[src/rtl/qios_defines.svh]
`ifndef QIOS_DEFINES_SVH
`define QIOS_DEFINES_SVH

// Clock and timing
`define QIOS_CLK_PERIOD_NS      4
`define QIOS_AUX_PERIOD_NS      10000
`define QIOS_AUX_HALF_CYCLES    (`QIOS_AUX_PERIOD_NS / 2 / `QIOS_CLK_PERIOD_NS)
`define QIOS_AUX_CNT_W          11

// Optical angle word, factor and quarter-count widths
`define QIOS_ANGLE_W            11
`define QIOS_FACTOR_W           11
`define QIOS_STATE_W            13

// Reset factor and settle count
`define QIOS_RST_FACTOR         11'h001
`define QIOS_SETTLE_CYCLES      2'h2

// Programmed index width codes
`define QIOS_PWID_90            2'h0
`define QIOS_PWID_180           2'h1
`define QIOS_PWID_360           2'h3
`endif

[src/rtl/qios_pkg.sv]
package qios_pkg;
    // Decoded level of a three-level select pad
    typedef enum logic [1:0] {
        TRI_LOW  = 2'h0,
        TRI_HIGH = 2'h1,
        TRI_OPEN = 2'h2
    } qios_tri_t;

    // How the index pulse is shaped
    typedef enum logic [1:0] {
        IDX_90,
        IDX_180,
        IDX_360,
        IDX_RAW
    } qios_idx_mode_t;

    // Power-up sequencing
    typedef enum logic [1:0] {
        ST_CFG,
        ST_WAIT,
        ST_RUN
    } qios_state_t;
endpackage

[src/rtl/qios_sel_if.sv]
interface qios_sel_if;
    import qios_pkg::*;
    // Settled select levels
    qios_tri_t selFirst;
    qios_tri_t selSecond;
    qios_tri_t selThird;
    qios_tri_t idxSel;
    logic      settled;      // All selects have stayed put long enough

    modport producer (output selFirst, selSecond, selThird, idxSel, settled);
    modport consumer (input selFirst, selSecond, selThird, idxSel, settled);
endinterface

[src/rtl/qios_sel_sync.sv]
`include "qios_defines.svh"
module qios_sel_sync
    import qios_pkg::*;
(
    // Clock and reset
    input  wire logic   ref_clk,
    input  wire logic   rst,
    // Raw pad detector codes, asynchronous
    input  wire logic [7:0] rawSel,
    // Settled levels toward the output stage
    qios_sel_if.producer sel
);
    // Three-stage chain per bit, plus the accepted value
    typedef struct packed {
        logic [7:0] ff1;
        logic [7:0] ff2;
        logic [7:0] ff3;
        logic [7:0] stable;
        logic [2:0] fill;       // Marks stages that already hold real pad samples
        logic [1:0] settleCnt;
    } qios_sync_st_t;

    qios_sync_st_t s_q;
    qios_sync_st_t s_d;

    // Map a two-bit code to a level; the unused code reads as open
    function automatic qios_tri_t toTri(input logic [1:0] c);
        begin
            toTri = (c == 2'h0) ? TRI_LOW : ((c == 2'h1) ? TRI_HIGH : TRI_OPEN);
        end
    endfunction

    // Shift the chain; a field is accepted only when stages two and three agree
    always_comb
    begin
        s_d = s_q;
        s_d.ff1 = rawSel;
        s_d.ff2 = s_q.ff1;
        s_d.ff3 = s_q.ff2;
        s_d.fill = {s_q.fill[1:0], 1'b1};
        for (int i = 0; i < 4; i++)
        begin
            if (s_q.ff2[2*i +: 2] == s_q.ff3[2*i +: 2])
            begin
                s_d.stable[2*i +: 2] = s_q.ff3[2*i +: 2];
            end
        end
        // Wait for a few agreeing cycles before declaring the pads settled
        // Reset zeros in the chain agree with each other, so they must not count
        if (!s_q.fill[2] || (s_q.ff2 != s_q.ff3))
        begin
            s_d.settleCnt = 2'h0;
        end
        else if (s_q.settleCnt != `QIOS_SETTLE_CYCLES)
        begin
            s_d.settleCnt = s_q.settleCnt + 2'h1;
        end
    end

    // State register
    always_ff @(posedge ref_clk)
    begin
        if (rst)
        begin
            s_q <= '0;
        end
        else
        begin
            s_q <= s_d;
        end
    end

    assign sel.selFirst  = toTri(s_q.stable[1:0]);
    assign sel.selSecond = toTri(s_q.stable[3:2]);
    assign sel.selThird  = toTri(s_q.stable[5:4]);
    assign sel.idxSel    = toTri(s_q.stable[7:6]);
    assign sel.settled   = (s_q.settleCnt == `QIOS_SETTLE_CYCLES);
endmodule

[src/rtl/qios_output_stage.sv]
`include "qios_defines.svh"
module qios_output_stage
    import qios_pkg::*;
(
    // Clock and reset
    input  wire logic                        ref_clk,
    input  wire logic                        rst,
    // Three-level select pads, decoded 0 low, 1 high, 2 open
    input  wire logic [1:0]                  modeSelectFirst,
    input  wire logic [1:0]                  modeSelectSecond,
    input  wire logic [1:0]                  modeSelectThird,
    input  wire logic [1:0]                  indexGatingSelect,
    // Optical front end, same clock
    input  wire logic [`QIOS_ANGLE_W-1:0]    opticalAngle,
    input  wire logic                        rawIndex,
    // Serial engine side
    input  wire logic [`QIOS_FACTOR_W-1:0]   programmedFactor,
    input  wire logic [1:0]                  programmedIndexWidth,
    input  wire logic                        serialDataOutFromEngine,
    output logic                             serialClockToEngine,
    output logic                             serialDataInToEngine,
    output logic                             programmingActive,
    // Channel A pins
    output logic                             quadATrue,
    output logic                             quadACompOut,
    output logic                             quadACompOeN,
    input  wire logic                        quadACompIn,
    // Channel B pins
    output logic                             quadBTrue,
    output logic                             quadBCompOut,
    output logic                             quadBCompOeN,
    input  wire logic                        quadBCompIn,
    // Index pins
    output logic                             indexTrueOut,
    output logic                             indexTrueOeN,
    output logic                             indexCompOut,
    output logic                             indexCompOeN,
    // Status
    output logic                             outputsValid,
    output logic [`QIOS_FACTOR_W-1:0]        activeFactor
);
    // Settled select levels from the pad synchroniser
    qios_sel_if selBus ();

    qios_sel_sync u_sync (
        .ref_clk (ref_clk),
        .rst     (rst),
        .rawSel  ({indexGatingSelect, modeSelectThird, modeSelectSecond, modeSelectFirst}),
        .sel     (selBus.producer)
    );

    // All state of the stage in one record
    typedef struct packed {
        qios_state_t                 state;
        logic [`QIOS_FACTOR_W-1:0]   factor;      // Factor latched at power-up
        qios_idx_mode_t              idxMode;     // Gating latched at power-up
        logic                        serialMode;
        logic                        primed;      // First A/B sample taken
        logic                        prevA;
        logic                        prevB;
        logic [`QIOS_AUX_CNT_W-1:0]  auxCnt;
        logic                        auxClk;
        logic                        progMode;    // Serial programming in progress
        logic [2:0]                  sclkSync;
        logic [2:0]                  sdinSync;
        logic                        sclk;
        logic                        sdin;
        logic                        aT;
        logic                        aC;
        logic                        bT;
        logic                        bC;
        logic                        iT;
        logic                        iC;
        logic                        shareOe;     // Shared pins turned to serial use
    } qios_main_st_t;

    qios_main_st_t s_q;
    qios_main_st_t s_d;

    // Factor from the three selects; first steps fastest, low-high-open
    function automatic logic [`QIOS_FACTOR_W-1:0] pinFactor(
        input qios_tri_t f,
        input qios_tri_t s,
        input qios_tri_t t
    );
        logic [3:0] n;
        begin
            n = 4'(f) + 4'(3 * s);
            pinFactor = 11'h001;
            case (t)
                TRI_LOW:  pinFactor = 11'(n + 4'h1);
                TRI_HIGH:
                begin
                    case (n)
                        4'h0:    pinFactor = 11'h00a;
                        4'h1:    pinFactor = 11'h00c;
                        4'h2:    pinFactor = 11'h00e;
                        4'h3:    pinFactor = 11'h00f;
                        4'h4:    pinFactor = 11'h010;
                        4'h5:    pinFactor = 11'h012;
                        4'h6:    pinFactor = 11'h014;
                        4'h7:    pinFactor = 11'h019;
                        default: pinFactor = 11'h020;
                    endcase
                end
                default:
                begin
                    case (n)
                        4'h0:    pinFactor = 11'h032;
                        4'h1:    pinFactor = 11'h040;
                        4'h2:    pinFactor = 11'h050;
                        4'h3:    pinFactor = 11'h064;
                        4'h4:    pinFactor = 11'h080;
                        4'h5:    pinFactor = 11'h0a0;
                        4'h6:    pinFactor = 11'h100;
                        4'h7:    pinFactor = 11'h200;
                        default: pinFactor = 11'h001;          // Serial mode, unused
                    endcase
                end
            endcase
        end
    endfunction

    // Working values of the interpolator
    logic [`QIOS_FACTOR_W-1:0]   effFactor;
    qios_idx_mode_t              effIdx;
    logic [`QIOS_STATE_W+10:0]   product;
    logic [`QIOS_STATE_W-1:0]    quarter;      // Quarter-cycle count in the optical cycle
    logic [`QIOS_FACTOR_W-1:0]   cycleNum;
    logic [`QIOS_FACTOR_W-1:0]   centreCycle;
    logic                        newA;
    logic                        newB;
    logic                        newI;
    logic                        centreHit;

    // Pick the factor and index shape in force, then interpolate
    always_comb
    begin
        effFactor = s_q.factor;
        effIdx    = s_q.idxMode;
        if (s_q.serialMode)
        begin
            // A zero programmed factor would stop the outputs, so treat it as 1X
            effFactor = (programmedFactor == '0) ? `QIOS_RST_FACTOR : programmedFactor;
            case (programmedIndexWidth)
                `QIOS_PWID_180: effIdx = IDX_180;
                `QIOS_PWID_360: effIdx = IDX_360;
                default:        effIdx = IDX_90;
            endcase
        end
        // Four quarter states per output cycle, factor cycles per optical cycle
        product     = 24'(opticalAngle) * 24'({effFactor, 2'b00});
        quarter     = product[23:11];
        cycleNum    = quarter[12:2];
        centreCycle = effFactor >> 1;
        // Gray sequence 00,10,11,01 gives equal quarters and B 90 behind A
        newA        = (quarter[1:0] == 2'h1) || (quarter[1:0] == 2'h2);
        newB        = quarter[1];
        centreHit   = rawIndex && (cycleNum == centreCycle);
        case (effIdx)
            IDX_90:  newI = centreHit && (quarter[1:0] == 2'h2);
            IDX_180: newI = centreHit && quarter[1];
            IDX_360: newI = centreHit;
            default: newI = rawIndex;
        endcase
    end

    // Next-state logic
    always_comb
    begin
        s_d = s_q;
        // Pad inputs of the shared pins pass three stages before use
        s_d.sclkSync = {s_q.sclkSync[1:0], quadBCompIn};
        s_d.sdinSync = {s_q.sdinSync[1:0], quadACompIn};
        if (s_q.sclkSync[1] == s_q.sclkSync[2])
        begin
            s_d.sclk = s_q.sclkSync[2];
        end
        if (s_q.sdinSync[1] == s_q.sdinSync[2])
        begin
            s_d.sdin = s_q.sdinSync[2];
        end
        // Free-running 100 kHz auxiliary clock
        if (s_q.auxCnt == `QIOS_AUX_CNT_W'(`QIOS_AUX_HALF_CYCLES - 1))
        begin
            s_d.auxCnt = '0;
            s_d.auxClk = ~s_q.auxClk;
        end
        else
        begin
            s_d.auxCnt = s_q.auxCnt + 1'b1;
        end
        // Programming follows the live index select while in serial mode
        s_d.progMode = s_q.serialMode && (s_q.state != ST_CFG)
                      && (selBus.idxSel == TRI_LOW);
        s_d.prevA = newA;
        s_d.prevB = newB;
        case (s_q.state)
            ST_CFG:
            begin
                // Take the selects once, as soon as the pads have settled
                if (selBus.settled)
                begin
                    s_d.factor     = pinFactor(selBus.selFirst, selBus.selSecond,
                                               selBus.selThird);
                    s_d.serialMode = (selBus.selFirst == TRI_OPEN)
                                     && (selBus.selSecond == TRI_OPEN)
                                     && (selBus.selThird == TRI_OPEN);
                    case (selBus.idxSel)
                        TRI_LOW:  s_d.idxMode = IDX_90;
                        TRI_HIGH: s_d.idxMode = IDX_180;
                        default:
                        begin
                            // Open index select passes the raw index only at 1X
                            s_d.idxMode = (s_d.factor == `QIOS_RST_FACTOR)
                                          ? IDX_RAW : IDX_360;
                        end
                    endcase
                    s_d.state = ST_WAIT;
                end
            end
            ST_WAIT:
            begin
                // Outputs stay quiet until A or B first changes
                s_d.primed = 1'b1;
                if (s_q.primed && ((newA != s_q.prevA) || (newB != s_q.prevB)))
                begin
                    s_d.state = ST_RUN;
                end
            end
            ST_RUN:
            begin
                s_d.state = ST_RUN;
            end
            default:
            begin
                s_d.state = ST_CFG;
            end
        endcase
        // Drive the pins; held low before the first toggle
        if (s_d.state == ST_RUN)
        begin
            s_d.aT = newA;
            s_d.aC = ~newA;
            s_d.bT = newB;
            s_d.bC = ~newB;
            s_d.iT = newI;
            s_d.iC = ~newI;
        end
        else
        begin
            s_d.aT = 1'b0;
            s_d.aC = 1'b0;
            s_d.bT = 1'b0;
            s_d.bC = 1'b0;
            s_d.iT = 1'b0;
            s_d.iC = 1'b0;
        end
        // While programming, the shared pins take their serial roles
        s_d.shareOe = s_d.progMode;
        if (s_d.progMode)
        begin
            s_d.iT = serialDataOutFromEngine;
            s_d.iC = s_d.auxClk;
        end
    end

    // State register
    always_ff @(posedge ref_clk)
    begin
        if (rst)
        begin
            s_q            <= '0;
            s_q.state      <= ST_CFG;
            s_q.factor     <= `QIOS_RST_FACTOR;
            s_q.idxMode    <= IDX_90;
        end
        else
        begin
            s_q <= s_d;
        end
    end

    // Pin and status outputs from the state register, except the tied-low index enables and activeFactor in serial mode
    assign quadATrue            = s_q.aT;
    assign quadACompOut         = s_q.aC;
    assign quadACompOeN         = s_q.shareOe;   // Released to take serial data in
    assign quadBTrue            = s_q.bT;
    assign quadBCompOut         = s_q.bC;
    assign quadBCompOeN         = s_q.shareOe;   // Released to take the serial clock
    assign indexTrueOut         = s_q.iT;
    assign indexTrueOeN         = 1'b0;
    assign indexCompOut         = s_q.iC;
    assign indexCompOeN         = 1'b0;
    assign serialClockToEngine  = s_q.sclk;
    assign serialDataInToEngine = s_q.sdin;
    assign programmingActive    = s_q.progMode;
    assign outputsValid         = (s_q.state == ST_RUN);
    assign activeFactor         = s_q.serialMode ? effFactor : s_q.factor;
endmodule

[config.mk]
export PLATFORM = sky130hd
export DESIGN_NAME = qios_output_stage
export DESIGN_NICKNAME = d
export VERILOG_FILES = /design/src/rtl/qios_pkg.sv /design/src/rtl/qios_sel_if.sv /design/src/rtl/qios_sel_sync.sv /design/src/rtl/qios_output_stage.sv
export VERILOG_INCLUDE_DIRS = /design/src /design/src/rtl
export SDC_FILE = /design/constraint.sdc
export NUM_CORES = 1
export LEC_CHECK = 0
export ABC_AREA = 1
export BUFFER_PORTS_ARGS = -buffer_cell sky130_fd_sc_hd__buf_2
export CORE_UTILIZATION = 42
export CTS_CLUSTER_DIAMETER = 100
export CTS_CLUSTER_SIZE = 20
export DETAILED_ROUTE_END_ITERATION = 8
export GPL_ROUTABILITY_DRIVEN = 0
export GPL_TIMING_DRIVEN = 0
export PLACE_DENSITY = 0.6
export SLEW_MARGIN = 5
export SYNTH_ARGS = -nofsm -noshare
export SYNTH_HDL_FRONTEND = slang
export SYNTH_HIERARCHICAL = 1
export SYNTH_SLANG_ARGS = --single-unit
[constraint.sdc]
create_clock -name ref_clk -period 8.1 [get_ports ref_clk]
set_input_delay 1.62 -clock ref_clk [delete_from_list [all_inputs] [get_ports ref_clk]]
set_output_delay 1.62 -clock ref_clk [all_outputs]
set_load 0.05 [all_outputs]
==> metrics.md <==
| Metric | Value |
|---|---|
| CTS tree | built |
| Post CTS Setup Buffer Count | 0 |
| Htree depth | 3 |
| Synth-to-Final Area Change | 11.1% |
| Antenna cell count | 0 |
| Initial Util | 43.2% |
| CTS Hold Bufs | 0 |
| Critical R2R Capture | indexTrueOut |
| Crit path time final | 7.60 ns |
| Crit path kind | input pin to flip-flop |
| WL final | 18200 um |
| Root Buffer | clkbuf_16 |
| Dominant cell type by area after synthesis | dfxtp_1 |
| Top cells by area, synth | dfxtp_1, fa_1, ha_1 |
| Crit path arrival time | 7.84 ns |
| Area of the mapped netlist | 0.00785 mm2 |
| Post-CTS resize count | 0 |
| Min-delay worst type | flip-flop to flip-flop |
| Top_reg_cell synth | dfxtp_1 |
| #FFs+latches synth | 82 |
| Max Freq | 132 MHz |
| Ports | 63 |
| Lkg Pwr | 0.00438 uW |
| Clock Tree Buf Depth | 2 |
| Top-area cell type share of the netlist area | 20.9% |
| Detailed Route Iter0 Violations | 199 |
| Worst hold start | u_sync/s_d[22] |
| Synth warnings | 6 |
| Sum Neg Setup Slack | 0 ns |
| Final worst-path cycle share | 93.9% |
| Final hold violations | 0 |
| Syn_area_per_cell | 7.27 um2 |
| DR DRC count | 6 |
| Violated checks | design-rule violations |
| Maximum VDD drop | 0.000184 V |
| Setup-failing EPs final | 0 |
| Clk_lat worst skew | 0.34 ns |
| Mapped Cells | 1079 |
| WL per Instance | 13.2 um |
| Worst path slowest cell | o21ai_0 |
| Die X | 139 um |
| Max-cap violations | 0 |
| Die area | 0.0192 mm2 |
| Antenna viol nets, final | 0 |
| Clock sink count | 82 |
| Status | finished, violations left |
| Largest net degree at the start of global routing | 19 |
| Crit-path leading delay family | adder cells |
| Worst path bufs/invs | 7 |
| Remaining Overflow, GRT | 0 |
| Total power | 900 uW |
| Hold depth | 2 |
| Pre-antenna DRT Iters | 6 |
| Pwr/cell area | 103 mW/mm2 |
| Least-Margin Pin Slew | 1.11 ns |
| Fraction of layout cells with a size suffix above 1 | 9.57% |
| R2R cell count | 30 |
| Gr usage total | 20.6% |
| FP Rows | 49 |
| WHS Endpoint | u_sync/s_d[14] |
| Post-synth EDFFs | 0 |
| TritonCTS buffer count | 9 |
| Required time of the critical path | 8.34 ns |
| Ys async rst share | 0% |
| Crit-path max cell delay | 0.74 ns |
| Unique masters post-synth | 44 |
| Vias in the first global route | 6723 |
| Core Area | 0.0181 mm2 |
| Avg Vias per Cell | 4.81 |
| Port-buffer cells | 54 |
| First-pass GRT wire length | 32000 um |
| Vias post-DR | 6637 |
| Critical path fanouts, max | 10 |
| Antenna violations before repair | 0 |
| Slew HR | 25.8% |
| Reg2Reg Setup Slack | 1.19 ns |
| Worst-path clk slew | 0.06 ns |
| Clk_skew | 0.00577 ns |
| Register area share after synthesis | 20.9% |
| Nets | 1337 |
| RSZ-0062 raised after global routing | false |
| Worst Setup Start Kind | input pin |
| CP Depth | 29 |
| Worst r2r src | s_q[31] |
| Crit. End Element | flip-flop |
| Die Y | 139 um |
| HPWL Detailed | 15100 um |
| Max-slew violation count | 0 |
## Yosys cell counts (2+ instances only)
cell type / instances
o221ai_1: 2
nand2_2: 11
inv_2: 3
nor3_1: 15
o211ai_1: 2
dfxtp_1: 82
o21ai_2: 6
inv_1: 228
o21ai_0: 24
clkbuf_1: 12
xnor2_1: 9
nand3b_1: 3
a21oi_1: 42
buf_2: 4
buf_1: 4
or2_2: 3
nand3_1: 41
nor2_1: 158
nand3_2: 2
nand2_1: 218
nor2_2: 2
fa_1: 81
xor2_1: 9
clkinv_1: 4
nor3b_1: 4
o21bai_1: 2
ha_1: 73
nor4_1: 3
a31oi_1: 5
buf_4: 5
nand4_1: 6
a211oi_1: 4
## sequential cells by signal, summed over array words and instances (netlist names), 4 cells and up
| signal | count |
|---|---|
| s_d | 4 |
| s_q | 32 |
| u_sync/s_d | 18 |
| u_sync/s_q | 19 |
## metal layers
metal	up-vias	wire length, um	global-route usage [%]
li1	3392	-	-
met1	3128	8660	26.5
met2	96	8730	36.1
met3	21	381	1.55
met4	0	460	7.72
met5	-	0	0
## per-stage QoR
step / cell area (um2) / hold WS, ns / setup slack, ns / std cells / util, %
after floorplan: 7850 / 0.388 / 0.821 / 1080 / -
after global placement: 8410 / 0.389 / 0.230 / 1363 / 46.3
after detailed placement: 8410 / 0.394 / 0.219 / 1363 / 46.3
after CTS: 8710 / 0.404 / 0.554 / 1379 / 48.0
after global routing: 8710 / 0.410 / 0.122 / 1379 / 48.0
final: 8710 / 0.402 / 0.496 / 1379 / 48.0
## tightest hold or removal path, stage by stage (launching register included)
cell,delay [ns]
dfxtp_1,0.30
inv_1,0.04
nor2_1,0.03
## cell type report
class | instances | area [um2]
buffer | 26 | 129
clock buffer | 9 | 225
clock inverter | 7 | 81.3
fill | 1867 | 9440
inverter | 235 | 882
multi-input combinational | 737 | 5200
sequential | 82 | 1640
tap | 229 | 287
timing repair buffer | 54 | 270
## cell usage in the layout, fill, tap and decap left out, drive strengths merged
master and count:
o211ai 2, ha 73, nand2 230, or2 5
o32ai 1, o41ai 1, inv 235, nor4 3
fa 81, a31oi 5, nor3b 4, conb 2
o21bai 3, nand3 43, o2bb2ai 1, xor2 9
clkinv 7, clkbuf 21, nor2 161, buf 68
dfxtp 82, a21oi 42, nor3 15, o22ai 1
o21ai 31, nand4 6, o221ai 2, a211oi 4
nand3b 3, xnor2 9
## where the power goes
part	leakage, uW	switching, uW	internal [uW]
logic	0.00356	50.9	25.2
clock network	0.000150	187	220
registers	0.000668	4.74	412
## logic make-up after synthesis
group | after synthesis | share of synthesized area, %
compound gates | 93 | 6.89
xor+xnor | 18 | 2.01
fa+ha+maj | 154 | 32.3
buf+inv | 261 | 12.9
flops | 82 | 20.9
other cells | 1 | 0.0478
simple gates | 470 | 24.9
## worst max path at each step
stage	startpoint	to	slack [ns]
after floorplan	programmedFactor[4]	indexTrueOut	0.82
after global placement	programmedFactor[7]	indexTrueOut	0.23
after detailed placement	programmedFactor[7]	indexTrueOut	0.22
after CTS	programmedFactor[7]	indexTrueOut	0.55
after global routing	programmedFactor[7]	indexTrueOut	0.12
final	programmedFactor[7]	indexTrueOut	0.50
Power figures use the tool's default switching activity.
